[src/shared/chan_pkg.sv]
package chan_pkg;

    // register offsets on the plain byte port
    localparam logic [2:0] OFS_SC = 3'h0;
    localparam logic [2:0] OFS_MODCTL = 3'h1;
    localparam logic [2:0] OFS_VAL_LO = 3'h2;
    localparam logic [2:0] OFS_VAL_HI = 3'h3;
    localparam logic [2:0] OFS_IRQ_STAT = 3'h4;
    localparam logic [2:0] OFS_IRQ_MASK = 3'h5;

    // channel_status_control fields
    localparam int SC_FLAG = 7;
    localparam int SC_IE = 6;
    localparam int SC_MSU = 5;
    localparam int SC_MSL = 4;
    localparam int SC_ELSU = 3;
    localparam int SC_ELSL = 2;

    // module control field
    localparam int MC_CAS = 5;

    // sticky status / mask field
    localparam int ST_EVENT = 0;

    localparam logic [7:0] SC_RESET = 8'h00;
    localparam logic [7:0] MODCTL_RESET = 8'h00;
    localparam logic [15:0] VALUE_RESET = 16'h0000;
    localparam logic [1:0] ELS_GPIO = 2'h0;
    localparam logic [1:0] ELS_RISE = 2'h1;
    localparam logic [1:0] ELS_FALL = 2'h2;
    localparam logic [1:0] ELS_BOTH = 2'h3;

    typedef enum logic [2:0] {
        MODE_GPIO,
        MODE_CAPTURE,
        MODE_COMPARE,
        MODE_EPWM,
        MODE_CPWM
    } chan_mode_t;

endpackage

[src/core/timer_channel_control.sv]
// The register offsets and the plain strobed port are this design's own decisions.
`timescale 1ns/1ps
`default_nettype none

module timer_channel_control (
    // clock and reset
    input wire logic REF_CLK,
    input wire logic SRST,
    // register port
    input wire logic [2:0] ADDR,
    input wire logic [7:0] WDATA,
    input wire logic WR,
    input wire logic RD,
    output logic [7:0] RDATA,
    // shared counter
    input wire logic [15:0] COUNT,
    input wire logic COUNT_TICK,
    input wire logic COUNT_UP,
    input wire logic [15:0] MODULO,
    output logic UP_DOWN_MODE,
    // channel pin
    input wire logic PIN_IN,
    output logic PIN_OUT,
    output logic PIN_OE,
    // interrupts
    output logic CHAN_IRQ,
    output logic IRQ
);

    function automatic chan_pkg::chan_mode_t decode_mode(
        input logic cas,
        input logic msu,
        input logic msl,
        input logic [1:0] els
    );
        chan_pkg::chan_mode_t m;
        if (els == chan_pkg::ELS_GPIO) begin
            m = chan_pkg::MODE_GPIO;
        end else if (cas) begin
            m = chan_pkg::MODE_CPWM;
        end else if (msu) begin
            m = chan_pkg::MODE_EPWM;
        end else if (msl) begin
            m = chan_pkg::MODE_COMPARE;
        end else begin
            m = chan_pkg::MODE_CAPTURE;
        end
        return m;
    endfunction
    // control state
    logic flag_ff;
    logic ie_ff;
    logic msu_ff;
    logic msl_ff;
    logic [1:0] els_ff;
    logic cas_ff;
    logic armed_ff;
    logic stat_ff;
    logic mask_ff;
    // channel value and byte-pair latching
    logic [15:0] value_ff;
    logic [7:0] wbuf_lo_ff;
    logic [7:0] wbuf_hi_ff;
    logic wlo_seen_ff;
    logic whi_seen_ff;
    logic [7:0] rbuf_ff;
    logic rlatched_ff;
    logic rlatch_hi_ff;
    // pin synchroniser
    logic sync1_ff;
    logic sync2_ff;
    logic sync3_ff;
    logic pin_lvl_ff;
    // output flops
    logic [7:0] rdata_ff;
    logic pin_out_ff;
    logic pin_oe_ff;
    logic chan_irq_ff;
    logic irq_ff;
    logic up_down_ff;
    chan_pkg::chan_mode_t mode;
    logic wr_sc;
    logic rd_sc;
    logic pin_rise;
    logic pin_fall;
    logic cap_event;
    logic match;
    logic extreme_duty;
    logic cmp_event;
    logic chan_event;
    logic flag_clear;
    logic nxt_flag;
    logic nxt_ie;
    logic nxt_stat;
    logic nxt_mask;
    logic [7:0] sc_view;
    assign mode = decode_mode(cas_ff, msu_ff, msl_ff, els_ff);
    assign wr_sc = WR && (ADDR == chan_pkg::OFS_SC);
    assign rd_sc = RD && (ADDR == chan_pkg::OFS_SC);
    assign sc_view = {flag_ff, ie_ff, msu_ff, msl_ff, els_ff, 2'h0};

    // edges are taken from the agreed level, never from the first stage
    assign pin_rise = (sync2_ff == sync3_ff) && sync3_ff && !pin_lvl_ff;
    assign pin_fall = (sync2_ff == sync3_ff) && !sync3_ff && pin_lvl_ff;
    always_comb begin
        cap_event = 1'b0;
        if (mode == chan_pkg::MODE_CAPTURE) begin
            unique case (els_ff)
                chan_pkg::ELS_RISE: cap_event = pin_rise;
                chan_pkg::ELS_FALL: cap_event = pin_fall;
                chan_pkg::ELS_BOTH: cap_event = pin_rise || pin_fall;
                default: cap_event = 1'b0;
            endcase
        end
    end

    assign match = COUNT_TICK && (COUNT == value_ff);
    // a value of zero or beyond the modulo holds the output at one level
    assign extreme_duty = (value_ff == 16'h0000) ||
        ((MODULO != 16'h0000) && (value_ff > MODULO));

    always_comb begin
        unique case (mode)
            chan_pkg::MODE_COMPARE: cmp_event = match;
            chan_pkg::MODE_EPWM, chan_pkg::MODE_CPWM: cmp_event = match && !extreme_duty;
            default: cmp_event = 1'b0;
        endcase
    end

    assign chan_event = cap_event || cmp_event;
    // armed by a read while set; a new event disarms so the write cannot clear
    assign flag_clear = wr_sc && armed_ff && !WDATA[chan_pkg::SC_FLAG];

    always_comb begin
        nxt_flag = flag_ff;
        if (flag_clear) begin
            nxt_flag = 1'b0;
        end
        if (chan_event) begin
            nxt_flag = 1'b1;
        end
        nxt_ie = wr_sc ? WDATA[chan_pkg::SC_IE] : ie_ff;
        nxt_stat = stat_ff;
        if (WR && (ADDR == chan_pkg::OFS_IRQ_STAT) && WDATA[chan_pkg::ST_EVENT]) begin
            nxt_stat = 1'b0;
        end
        if (chan_event) begin
            nxt_stat = 1'b1;
        end
        nxt_mask = (WR && (ADDR == chan_pkg::OFS_IRQ_MASK)) ? WDATA[chan_pkg::ST_EVENT] : mask_ff;
    end

    // event flag and clear handshake
    always_ff @(posedge REF_CLK) begin
        if (SRST) begin
            flag_ff <= 1'b0;
            armed_ff <= 1'b0;
        end else begin
            flag_ff <= nxt_flag;
            if (chan_event) begin
                armed_ff <= 1'b0;
            end else if (rd_sc && flag_ff) begin
                armed_ff <= 1'b1;
            end else if (wr_sc) begin
                armed_ff <= 1'b0;
            end
        end
    end

    // channel control fields
    always_ff @(posedge REF_CLK) begin
        if (SRST) begin
            ie_ff <= chan_pkg::SC_RESET[chan_pkg::SC_IE];
            msu_ff <= chan_pkg::SC_RESET[chan_pkg::SC_MSU];
            msl_ff <= chan_pkg::SC_RESET[chan_pkg::SC_MSL];
            els_ff <= chan_pkg::SC_RESET[chan_pkg::SC_ELSU:chan_pkg::SC_ELSL];
        end else begin
            ie_ff <= nxt_ie;
            if (wr_sc) begin
                msu_ff <= WDATA[chan_pkg::SC_MSU];
                msl_ff <= WDATA[chan_pkg::SC_MSL];
                els_ff <= WDATA[chan_pkg::SC_ELSU:chan_pkg::SC_ELSL];
            end
        end
    end

    // module-wide center-aligned select
    always_ff @(posedge REF_CLK) begin
        if (SRST) begin
            cas_ff <= chan_pkg::MODCTL_RESET[chan_pkg::MC_CAS];
            up_down_ff <= 1'b0;
        end else begin
            if (WR && (ADDR == chan_pkg::OFS_MODCTL)) begin
                cas_ff <= WDATA[chan_pkg::MC_CAS];
                up_down_ff <= WDATA[chan_pkg::MC_CAS];
            end
        end
    end

    // sticky status and mask
    always_ff @(posedge REF_CLK) begin
        if (SRST) begin
            stat_ff <= 1'b0;
            mask_ff <= 1'b0;
            chan_irq_ff <= 1'b0;
            irq_ff <= 1'b0;
        end else begin
            stat_ff <= nxt_stat;
            mask_ff <= nxt_mask;
            chan_irq_ff <= nxt_flag && nxt_ie;
            irq_ff <= nxt_stat && nxt_mask;
        end
    end

    // channel value, capture load and write latching
    always_ff @(posedge REF_CLK) begin
        if (SRST) begin
            value_ff <= chan_pkg::VALUE_RESET;
            wbuf_lo_ff <= 8'h00;
            wbuf_hi_ff <= 8'h00;
            wlo_seen_ff <= 1'b0;
            whi_seen_ff <= 1'b0;
        end else if (cap_event) begin
            value_ff <= COUNT;
        end else if (wr_sc) begin
            wlo_seen_ff <= 1'b0;
            whi_seen_ff <= 1'b0;
        end else if (mode != chan_pkg::MODE_CAPTURE) begin
            // captures own the value; writes only count outside capture
            if (WR && (ADDR == chan_pkg::OFS_VAL_LO)) begin
                wbuf_lo_ff <= WDATA;
                wlo_seen_ff <= 1'b1;
            end else if (WR && (ADDR == chan_pkg::OFS_VAL_HI)) begin
                wbuf_hi_ff <= WDATA;
                whi_seen_ff <= 1'b1;
            end else if (wlo_seen_ff && whi_seen_ff) begin
                value_ff <= {wbuf_hi_ff, wbuf_lo_ff};
                wlo_seen_ff <= 1'b0;
                whi_seen_ff <= 1'b0;
            end
        end
    end

    // coherent read latching of the value pair
    always_ff @(posedge REF_CLK) begin
        if (SRST) begin
            rbuf_ff <= 8'h00;
            rlatched_ff <= 1'b0;
            rlatch_hi_ff <= 1'b0;
        end else if (wr_sc) begin
            rlatched_ff <= 1'b0;
        end else if (RD && (ADDR == chan_pkg::OFS_VAL_LO || ADDR == chan_pkg::OFS_VAL_HI)) begin
            if (!rlatched_ff) begin
                rlatched_ff <= 1'b1;
                rlatch_hi_ff <= (ADDR == chan_pkg::OFS_VAL_LO);
                rbuf_ff <= (ADDR == chan_pkg::OFS_VAL_LO) ? value_ff[15:8] : value_ff[7:0];
            end else if ((ADDR == chan_pkg::OFS_VAL_HI) == rlatch_hi_ff) begin
                rlatched_ff <= 1'b0;
            end
        end
    end

    // read data, valid the cycle after the strobe only
    always_ff @(posedge REF_CLK) begin
        if (SRST) begin
            rdata_ff <= 8'h00;
        end else if (RD) begin
            unique case (ADDR)
                chan_pkg::OFS_SC: rdata_ff <= sc_view;
                chan_pkg::OFS_MODCTL: rdata_ff <= {2'h0, cas_ff, 5'h00};
                chan_pkg::OFS_VAL_LO: rdata_ff <= (rlatched_ff && !rlatch_hi_ff) ? rbuf_ff : value_ff[7:0];
                chan_pkg::OFS_VAL_HI: rdata_ff <= (rlatched_ff && rlatch_hi_ff) ? rbuf_ff : value_ff[15:8];
                chan_pkg::OFS_IRQ_STAT: rdata_ff <= {7'h00, stat_ff};
                chan_pkg::OFS_IRQ_MASK: rdata_ff <= {7'h00, mask_ff};
                default: rdata_ff <= 8'h00;
            endcase
        end else begin
            rdata_ff <= 8'h00;
        end
    end

    // pin synchroniser; the level moves once stages two and three agree
    always_ff @(posedge REF_CLK) begin
        if (SRST) begin
            sync1_ff <= 1'b0;
            sync2_ff <= 1'b0;
            sync3_ff <= 1'b0;
            pin_lvl_ff <= 1'b0;
        end else begin
            sync1_ff <= PIN_IN;
            sync2_ff <= sync1_ff;
            sync3_ff <= sync2_ff;
            if (sync2_ff == sync3_ff) begin
                pin_lvl_ff <= sync3_ff;
            end
        end
    end

    // pin drive per mode
    always_ff @(posedge REF_CLK) begin
        if (SRST) begin
            pin_out_ff <= 1'b0;
            pin_oe_ff <= 1'b0;
        end else begin
            unique case (mode)
                chan_pkg::MODE_GPIO, chan_pkg::MODE_CAPTURE: pin_oe_ff <= 1'b0;
                chan_pkg::MODE_COMPARE: begin
                    pin_oe_ff <= 1'b1;
                    if (match) begin
                        unique case (els_ff)
                            chan_pkg::ELS_RISE: pin_out_ff <= !pin_out_ff;
                            chan_pkg::ELS_FALL: pin_out_ff <= 1'b0;
                            default: pin_out_ff <= 1'b1;
                        endcase
                    end
                end
                chan_pkg::MODE_EPWM: begin
                    pin_oe_ff <= 1'b1;
                    if (extreme_duty) begin
                        pin_out_ff <= (value_ff == 16'h0000) ? els_ff[0] : !els_ff[0];
                    end else if (match) begin
                        pin_out_ff <= els_ff[0];
                    end else if (COUNT_TICK && COUNT == 16'h0000) begin
                        pin_out_ff <= !els_ff[0];
                    end
                end
                chan_pkg::MODE_CPWM: begin
                    pin_oe_ff <= 1'b1;
                    if (extreme_duty) begin
                        pin_out_ff <= (value_ff == 16'h0000) ? els_ff[0] : !els_ff[0];
                    end else if (match) begin
                        pin_out_ff <= COUNT_UP ? els_ff[0] : !els_ff[0];
                    end
                end
            endcase
        end
    end

    assign RDATA = rdata_ff;
    assign PIN_OUT = pin_out_ff;
    assign PIN_OE = pin_oe_ff;
    assign CHAN_IRQ = chan_irq_ff;
    assign IRQ = irq_ff;
    assign UP_DOWN_MODE = up_down_ff;

endmodule

`default_nettype wire

[config.mk]
export PLATFORM = sky130hd
export DESIGN_NAME = timer_channel_control
export DESIGN_NICKNAME = d
export VERILOG_FILES = /design/src/shared/chan_pkg.sv /design/src/core/timer_channel_control.sv
export SDC_FILE = /design/constraint.sdc
export NUM_CORES = 1
export LEC_CHECK = 0
export BUFFER_PORTS_ARGS = -buffer_cell sky130_fd_sc_hd__buf_2
export CORE_MARGIN = 3
export CORE_UTILIZATION = 30
export DETAILED_ROUTE_END_ITERATION = 12
export MAX_ROUTING_LAYER = met4
export PLACE_DENSITY = 0.52
export SYNTH_ARGS = -nofsm -noshare
export SYNTH_HDL_FRONTEND = slang
export SYNTH_SLANG_ARGS = --single-unit
export TNS_END_PERCENT = 10
[constraint.sdc]
create_clock -name REF_CLK -period 5.8 [get_ports REF_CLK]
set_input_delay 1.45 -clock REF_CLK [delete_from_list [all_inputs] [get_ports REF_CLK]]
set_output_delay 1.45 -clock REF_CLK [all_outputs]
set_load 0.01 [all_outputs]
==> summary.md, run 1 <==
| Metric | Value |
|---|---|
| HPWL after detailed placement | `8410 microns` |
| Post-CTS Hold Fix Bufs | `0` |
| Detailed router's first-iteration violation count | `236` |
| Flop pwr share | `43.7%` |
| Routed wire per std cell | `15.9 microns` |
| Period minus WS final | `3.41 ns` |
| Peak Freq | `0.294 GHz` |
| Cell area after layout | `0.00468 sq mm` |
| Largest net degree at the start of global routing | `62` |
| Gate power share | `8.0%` |
| Synth area leaders | `dfxtp_1 (35%), mux2i_1 (12%), nor2_1 (7.1%)` |
| Core box area | `0.0128 sq mm` |
| Pre-Repair DR Iteration Count | `4` |
| Setup Buffers After CTS | `0` |
| Grt ovf | `0` |
| Commonest cells in the netlist | `nor2_1 (75), dfxtp_1 (70), mux2i_1 (46)` |
| RSZ-0062 raised after global routing | `no` |
| Switching power | `269 uW` |
| Syn_nets | `542` |
| Hold WC Path Type | `reg -> reg` |
| Vias in the first global route | `3484` |
| Register area | `0.00140 sq mm` |
| IO buf count | `62` |
| Most used flip-flop cell after synthesis | `dfxtp_1` |
| Worst vdd ir | `0.000159 V` |
| Worst-margin pin slew | `1.10 ns` |
| Worst skew pair latency | `0.34 ns` |
| Setup TNS | `0 ns` |
| Fraction of synthesis flops using an asynchronous set or reset pin | `0%` |
| CTS Root Cell | `clkbuf_16` |
| Die W | `121 microns` |
| Clock network power share | `48.3%` |
| Initial Utilization | `31.0%` |
| Total track usage | `16.1%` |
| Synth Area in Adders | `5.68%` |
| Post-synthesis simple-gate area fraction | `21.7%` |
| Die ar. | `0.0146 sq mm` |
| Arrival time at the worst endpoint | `3.61 ns` |
| Synth Cell Area | `0.00396 sq mm` |
| Hold WS | `0.440 ns` |
| Worst setup path class | `in -> reg` |
| Startpoint Class | `primary input` |
| Num CTS Buffers | `9` |
| WP data required | `6.00 ns` |
| Fillers | `1314` |
| Synth Warn # | `0` |
| I/O Pins | `63` |
| Critical path capture point type | `flip-flop` |
| Seq/Total Area, Yosys | `35.4%` |
| Sw frac | `23.6%` |
| Routed WL | `11100 microns` |
| Routed vias/inst | `5.07` |
| Diodes inserted | `0` |
| Final nets | `591` |
| Hold Vio Cnt, Final | `0` |
| Antenna-violating nets left | `0` |
| Number of remaining DRC errors | `0` |
| Worst slew margin | `26.7%` |
| Pins Over Slew Limit | `0` |
| Site row count | `41` |
| Layout cell share with drive strength beyond 1 | `18.4%` |
| FF+latch count, synth | `70` |
| Max-capacitance violation count | `0` |
| # clock sinks | `70` |
| Area after DPL | `0.00438 sq mm` |
| Post-Syn Instances | `474` |
| Global-route wire length before repair | `17900 microns` |
| Cell Pwr Density | `243 mW/mm^2` |
| Compound-Gate Fraction of Synth Area | `14.5%` |
| Antenna violations before repair | `0` |
| Number of flops mapped to enable cells by yosys | `0` |
| Total power | `1.14 mW` |
| Post-CTS sizing | `0` |
| P_leak | `1.88 nW` |
| CTS tree | `done` |
| Count leader, synth | `nor2_1` |
| Status | `finished clean` |
| Post-synth top area cell | `dfxtp_1` |
| Gpl congestion | `0.845` |
| Largest family of logic cells by synthesized area | `simple AND/OR/NAND/NOR gates` |
| Area Overhead vs Synth | `18.0%` |
| Mux share of post-synthesis cell area | `13.9%` |
| Clock Skews | `0.00667 ns` |
| Crit path max fanout | `5` |
| Post-route clock period utilization | `58.7%` |
| Xor/xnor share of the synthesized area | `3.76%` |
| Syn_area_per_cell | `8.36 sq um` |
| Clk buf depth | `2` |
| Netlist cell types | `52` |
| Cell-internal power | `869 uW` |
| Die Height | `121 microns` |
| Multi-input logic area | `0.00236 sq mm` |
| CTS H-Tree Depth | `3` |
| Via count | `3549` |
| Reg clk slew, reported paths | `0.06 ns` |
| Post-synth top area share | `35.4%` |
| Setup violations, final | `0` |
critical path, stage by stage:
cell and delay (ns):
buf_2 0.09, inv_1 0.04, ha_1 0.32, nand4_2 0.13
nor3_1 0.07, a2111oi_0 0.73, a32oi_2 0.28, o21ai_1 0.20
a21oi_2 0.12, nor3b_2 0.18
cell usage in the layout, fill, tap and decap left out, drive strengths merged, types with 8 or more instances in the layout:
cell    netlist  final
dfxtp        70     70
a21oi        44     44
nor2         77     77
inv          21     21
nand4        10     10
ha           18     18
mux2          8      8
nand2        36     36
a211oi       11     11
nand3        11     11
clkbuf       14     10
o21ai        10     10
mux2i        46     46
xnor2        17     17
buf          12     64
nor4         13     13
per-layer routing:
layer / track usage [%] / up-vias / wire length (microns)
li1: - / 1774 / -
met1: 20.3 / 1663 / 5040
met2: 25.3 / 95 / 5160
met3: 4.10 / 17 / 742
met4: 5.24 / 0 / 172
met5: - / - / 0
kinds of logic after synthesis:
| group | Yosys count |
|---|---|
| DFF | 70 |
| and+or+nand+nor | 178 |
| AOI/OAI and AO/OA | 90 |
| adders and majority gates | 18 |
| muxes | 54 |
| xor gates and xnor gates | 17 |
| buffers and inverters | 47 |
power groups by stage:
stage	logic, mW	registers (mW)	clock network (mW)
finish	0.0907	0.498	0.550
global route	0.102	0.498	0.584
CTS	0.0911	0.498	0.565
detailed placement	0.0908	0.508	0
global placement	0.0895	0.508	0
floorplan	0.0563	0.504	0
flip-flops by register name, summed over array words and instances, names as in the netlist, 2 cells and up:
name,count
RDATA,8
els_ff,2
rbuf_ff,8
value_ff,16
wbuf_hi_ff,8
wbuf_lo_ff,8
through the flow:
step	utilization, %	cells	setup WS, ns
floorplan	-	474	2.46
finish	36.6	700	2.39
global route	36.6	700	2.19
global placement	34.3	684	2.08
CTS	36.6	700	2.42
detailed placement	34.3	684	2.07
cell type report:
cell class | instances | share of cell area [%]
clock buffer | 10 | 5.11
clock inverter | 6 | 1.31
inverter | 21 | 1.68
multi-input combinational | 357 | 50.4
sequential | 70 | 30.0
tap | 172 | 4.60
timing repair buffer | 64 | 6.95
path summary, 6_finish.rpt:
| path | cells after the start | start | endpoint | slack (ns) |
|---|---|---|---|---|
| hold reg to reg | 1 | sync1_ff | sync2_ff | 0.44 |
| hold / removal | 1 | sync1_ff | sync2_ff | 0.44 |
| setup / recovery | 10 | MODULO[15] | armed_ff | 2.39 |
| setup reg to reg | 8 | value_ff[7] | armed_ff | 3.05 |
Note: power is estimated with default switching activity, not from simulation.
==> run 2: changes to the inputs <==
==> constraint.sdc (replaced) <==
create_clock -name REF_CLK -period 3.14 [get_ports REF_CLK]
set_input_delay 0.785 -clock REF_CLK [delete_from_list [all_inputs] [get_ports REF_CLK]]
set_output_delay 0.785 -clock REF_CLK [all_outputs]
set_load 0.01 [all_outputs]
==> summary.md, run 2 (synthesized netlist as in run 1, its figures left out) <==
| Metric | Value |
|---|---|
| Status | `finished clean` |
| CTS H-Tree Depth | `3 (unchanged)` |
| Die Height | `121 microns (unchanged)` |
| Flop pwr share | `43.5% (-0.2 points)` |
| Post-CTS Hold Fix Bufs | `0 (unchanged)` |
| Gpl congestion | `0.846 (about the same)` |
| Largest register FFs | `16 (unchanged)` |
| Vias in the first global route | `3630 (+4.2%)` |
| Sw frac | `24.7% (+1.1 points)` |
| M3 GR Usage | `4.34% (+0.23 points)` |
| Num CTS Buffers | `9 (unchanged)` |
| Site row count | `41 (unchanged)` |
| Die ar. | `0.0146 sq mm (unchanged)` |
| Switching power | `521 uW (+94%)` |
| Total track usage | `16.8% (+0.69 points)` |
| Startpoint Class | `primary input` |
| Crit path max fanout | `5 (unchanged)` |
| P_leak | `1.91 nW (+1.7%)` |
| Fillers | `1338 (+1.8%)` |
| Antenna violations before repair | `0 (unchanged)` |
| Post-route setup slack | `0.403 ns (-1.99 ns)` |
| Cell-internal power | `1.59 mW (+83%)` |
| Pins Over Slew Limit | `0 (unchanged)` |
| WP data required | `3.34 ns (-2.66 ns)` |
| Total power | `2.11 mW (+86%)` |
| Met2 GRT Util | `26.1% (+0.83 points)` |
| Worst skew pair latency | `0.34 ns (about the same)` |
| Routed WL | `11600 microns (+4.4%)` |
| Multi-input logic area | `0.00236 sq mm (unchanged)` |
| Routed wire per std cell | `16.4 microns (+3.2%)` |
| RSZ-0062 raised after global routing | `no` |
| Clk buf depth | `2 (unchanged)` |
| Worst setup path class | `in -> reg` |
| Core box area | `0.0128 sq mm (unchanged)` |
| Worst vdd ir | `0.000314 V (+98%)` |
| Post-CTS sizing | `0 (unchanged)` |
| Period minus WS final | `2.74 ns` |
| Diodes inserted | `0 (unchanged)` |
| Hold Vio Cnt, Final | `0 (unchanged)` |
| Initial Utilization | `31.0% (unchanged)` |
| Arrival time at the worst endpoint | `2.94 ns (-0.67 ns)` |
| Gate power share | `8.3% (+0.3 points)` |
| Cell Pwr Density | `445 mW/mm^2 (+83%)` |
| Post-route clock period utilization | `87.2%` |
| CP top delay family | `compound AO/OA/AOI/OAI gates` |
| Clock Skews | `0.00614 ns (-0.000525 ns)` |
| Clock network power share | `48.3% (about the same)` |
| Worst slew margin | `57.5% (+31 points)` |
| Layout cell share with drive strength beyond 1 | `19.6% (+1.2 points)` |
| Routed vias/inst | `5.16 (+1.8%)` |
| Via count | `3655 (+3.0%)` |
| Busiest grt layer | `met2` |
| Global-route wire length before repair | `18800 microns (+5.2%)` |
| Grt ovf | `0 (unchanged)` |
| IO buf count | `62 (unchanged)` |
| Critical path capture point type | `flip-flop` |
| Setup violations, final | `0 (unchanged)` |
| Crit-path cells | `buf_2 -> inv_1 -> ha_1 -> nand4_2 -> or4_1 -> a21o_1 -> a32oi_2 -> o21ai_1 -> a21oi_2 -> a21boi_0` |
| CTS tree | `done` |
| Die W | `121 microns (unchanged)` |
| Hold WC Path Type | `reg -> reg` |
| Final nets | `599 (+1.4%)` |
| Setup Buffers After CTS | `0 (unchanged)` |
| I/O Pins | `63 (unchanged)` |
| Antenna-violating nets left | `0 (unchanged)` |
| Slowest cell on crit path | `or4_1` |
| Met1 Track Usage GR | `21.7% (+1.4 points)` |
| CTS Root Cell | `clkbuf_16` |
| Max-capacitance violation count | `0 (unchanged)` |
| Cell area after layout | `0.00475 sq mm (+1.5%)` |
| Max incr delay on CP | `0.59 ns (-0.14 ns)` |
| Buf+Inv Stages, Crit Path | `2 (unchanged)` |
| Worst-margin pin slew | `0.635 ns (-0.461 ns)` |
| Pre-Repair DR Iteration Count | `5 (+1)` |
| Number of remaining DRC errors | `0 (unchanged)` |
| Register area | `0.00140 sq mm (unchanged)` |
| Most frequent cells in the layout | `nor2_1 (75), dfxtp_1 (70), buf_2 (62)` |
| # clock sinks | `70 (unchanged)` |
| Largest Register | `value_ff` |
| Peak Freq | `0.365 GHz` |
| Commonest non-fill, non-tap cell in the layout | `nor2_1` |
| HPWL after detailed placement | `8680 microns (+3.2%)` |
| Area Overhead vs Synth | `19.8%` |
| Area after DPL | `0.00445 sq mm (+1.7%)` |
| Largest net degree at the start of global routing | `52 (-16%)` |
| Reg clk slew, reported paths | `0.06 ns (about the same)` |
| Setup TNS | `0 ns (unchanged)` |
| Pre-CTS setup slack | `0.0765 ns (-2.00 ns)` |
| Detailed router's first-iteration violation count | `258 (+9.3%)` |
| Hold WS | `0.452 ns (+0.0124 ns)` |
## run 2: area by class of cell
cell class / count / area share, %
Tap cell: 172 / 4.53
Inverter: 21 / 1.66
Clock inverter: 7 / 1.55
Timing Repair Buffer: 72 / 8.38
Clock buffer: 9 / 4.74
Multi-Input combinational cell: 357 / 49.6
Sequential cell: 70 / 29.5
## run 2: path summary, 6_finish.rpt
path                      from  endpoint  slack [ns]  depth (start not counted)
hold reg to reg       sync1_ff  sync2_ff        0.45                          1
hold / removal        sync1_ff  sync2_ff        0.45                          1
setup / recovery    MODULO[15]       IRQ        0.40                         10
setup reg to reg  value_ff[15]       IRQ        0.45                          8
## run 2: layer usage
layer | wire length, microns | part of all wire (%) | up-vias
met1 | 5070 | 44 | 1700
met2 | 5420 | 47 | 134
met3 | 905 | 7.8 | 19
met4 | 206 | 1.8 | 0
li1 | - | - | 1802
met5 | 0 | 0 | -
## run 2: through the flow
stage,cells,utilization [%]
after floorplan,474,-
after global placement,692,34.8
after detailed placement,692,34.8
after CTS,708,37.2
after global routing,708,37.2
final,708,37.2
## run 2: power groups by stage
stage / Clock, mW / Combinational (mW) / Sequential, mW
floorplan: 0 / 0.104 / 0.930
global placement: 0 / 0.171 / 0.938
detailed placement: 0 / 0.175 / 0.938
CTS: 1.04 / 0.176 / 0.918
global route: 1.08 / 0.196 / 0.920
finish: 1.02 / 0.175 / 0.918
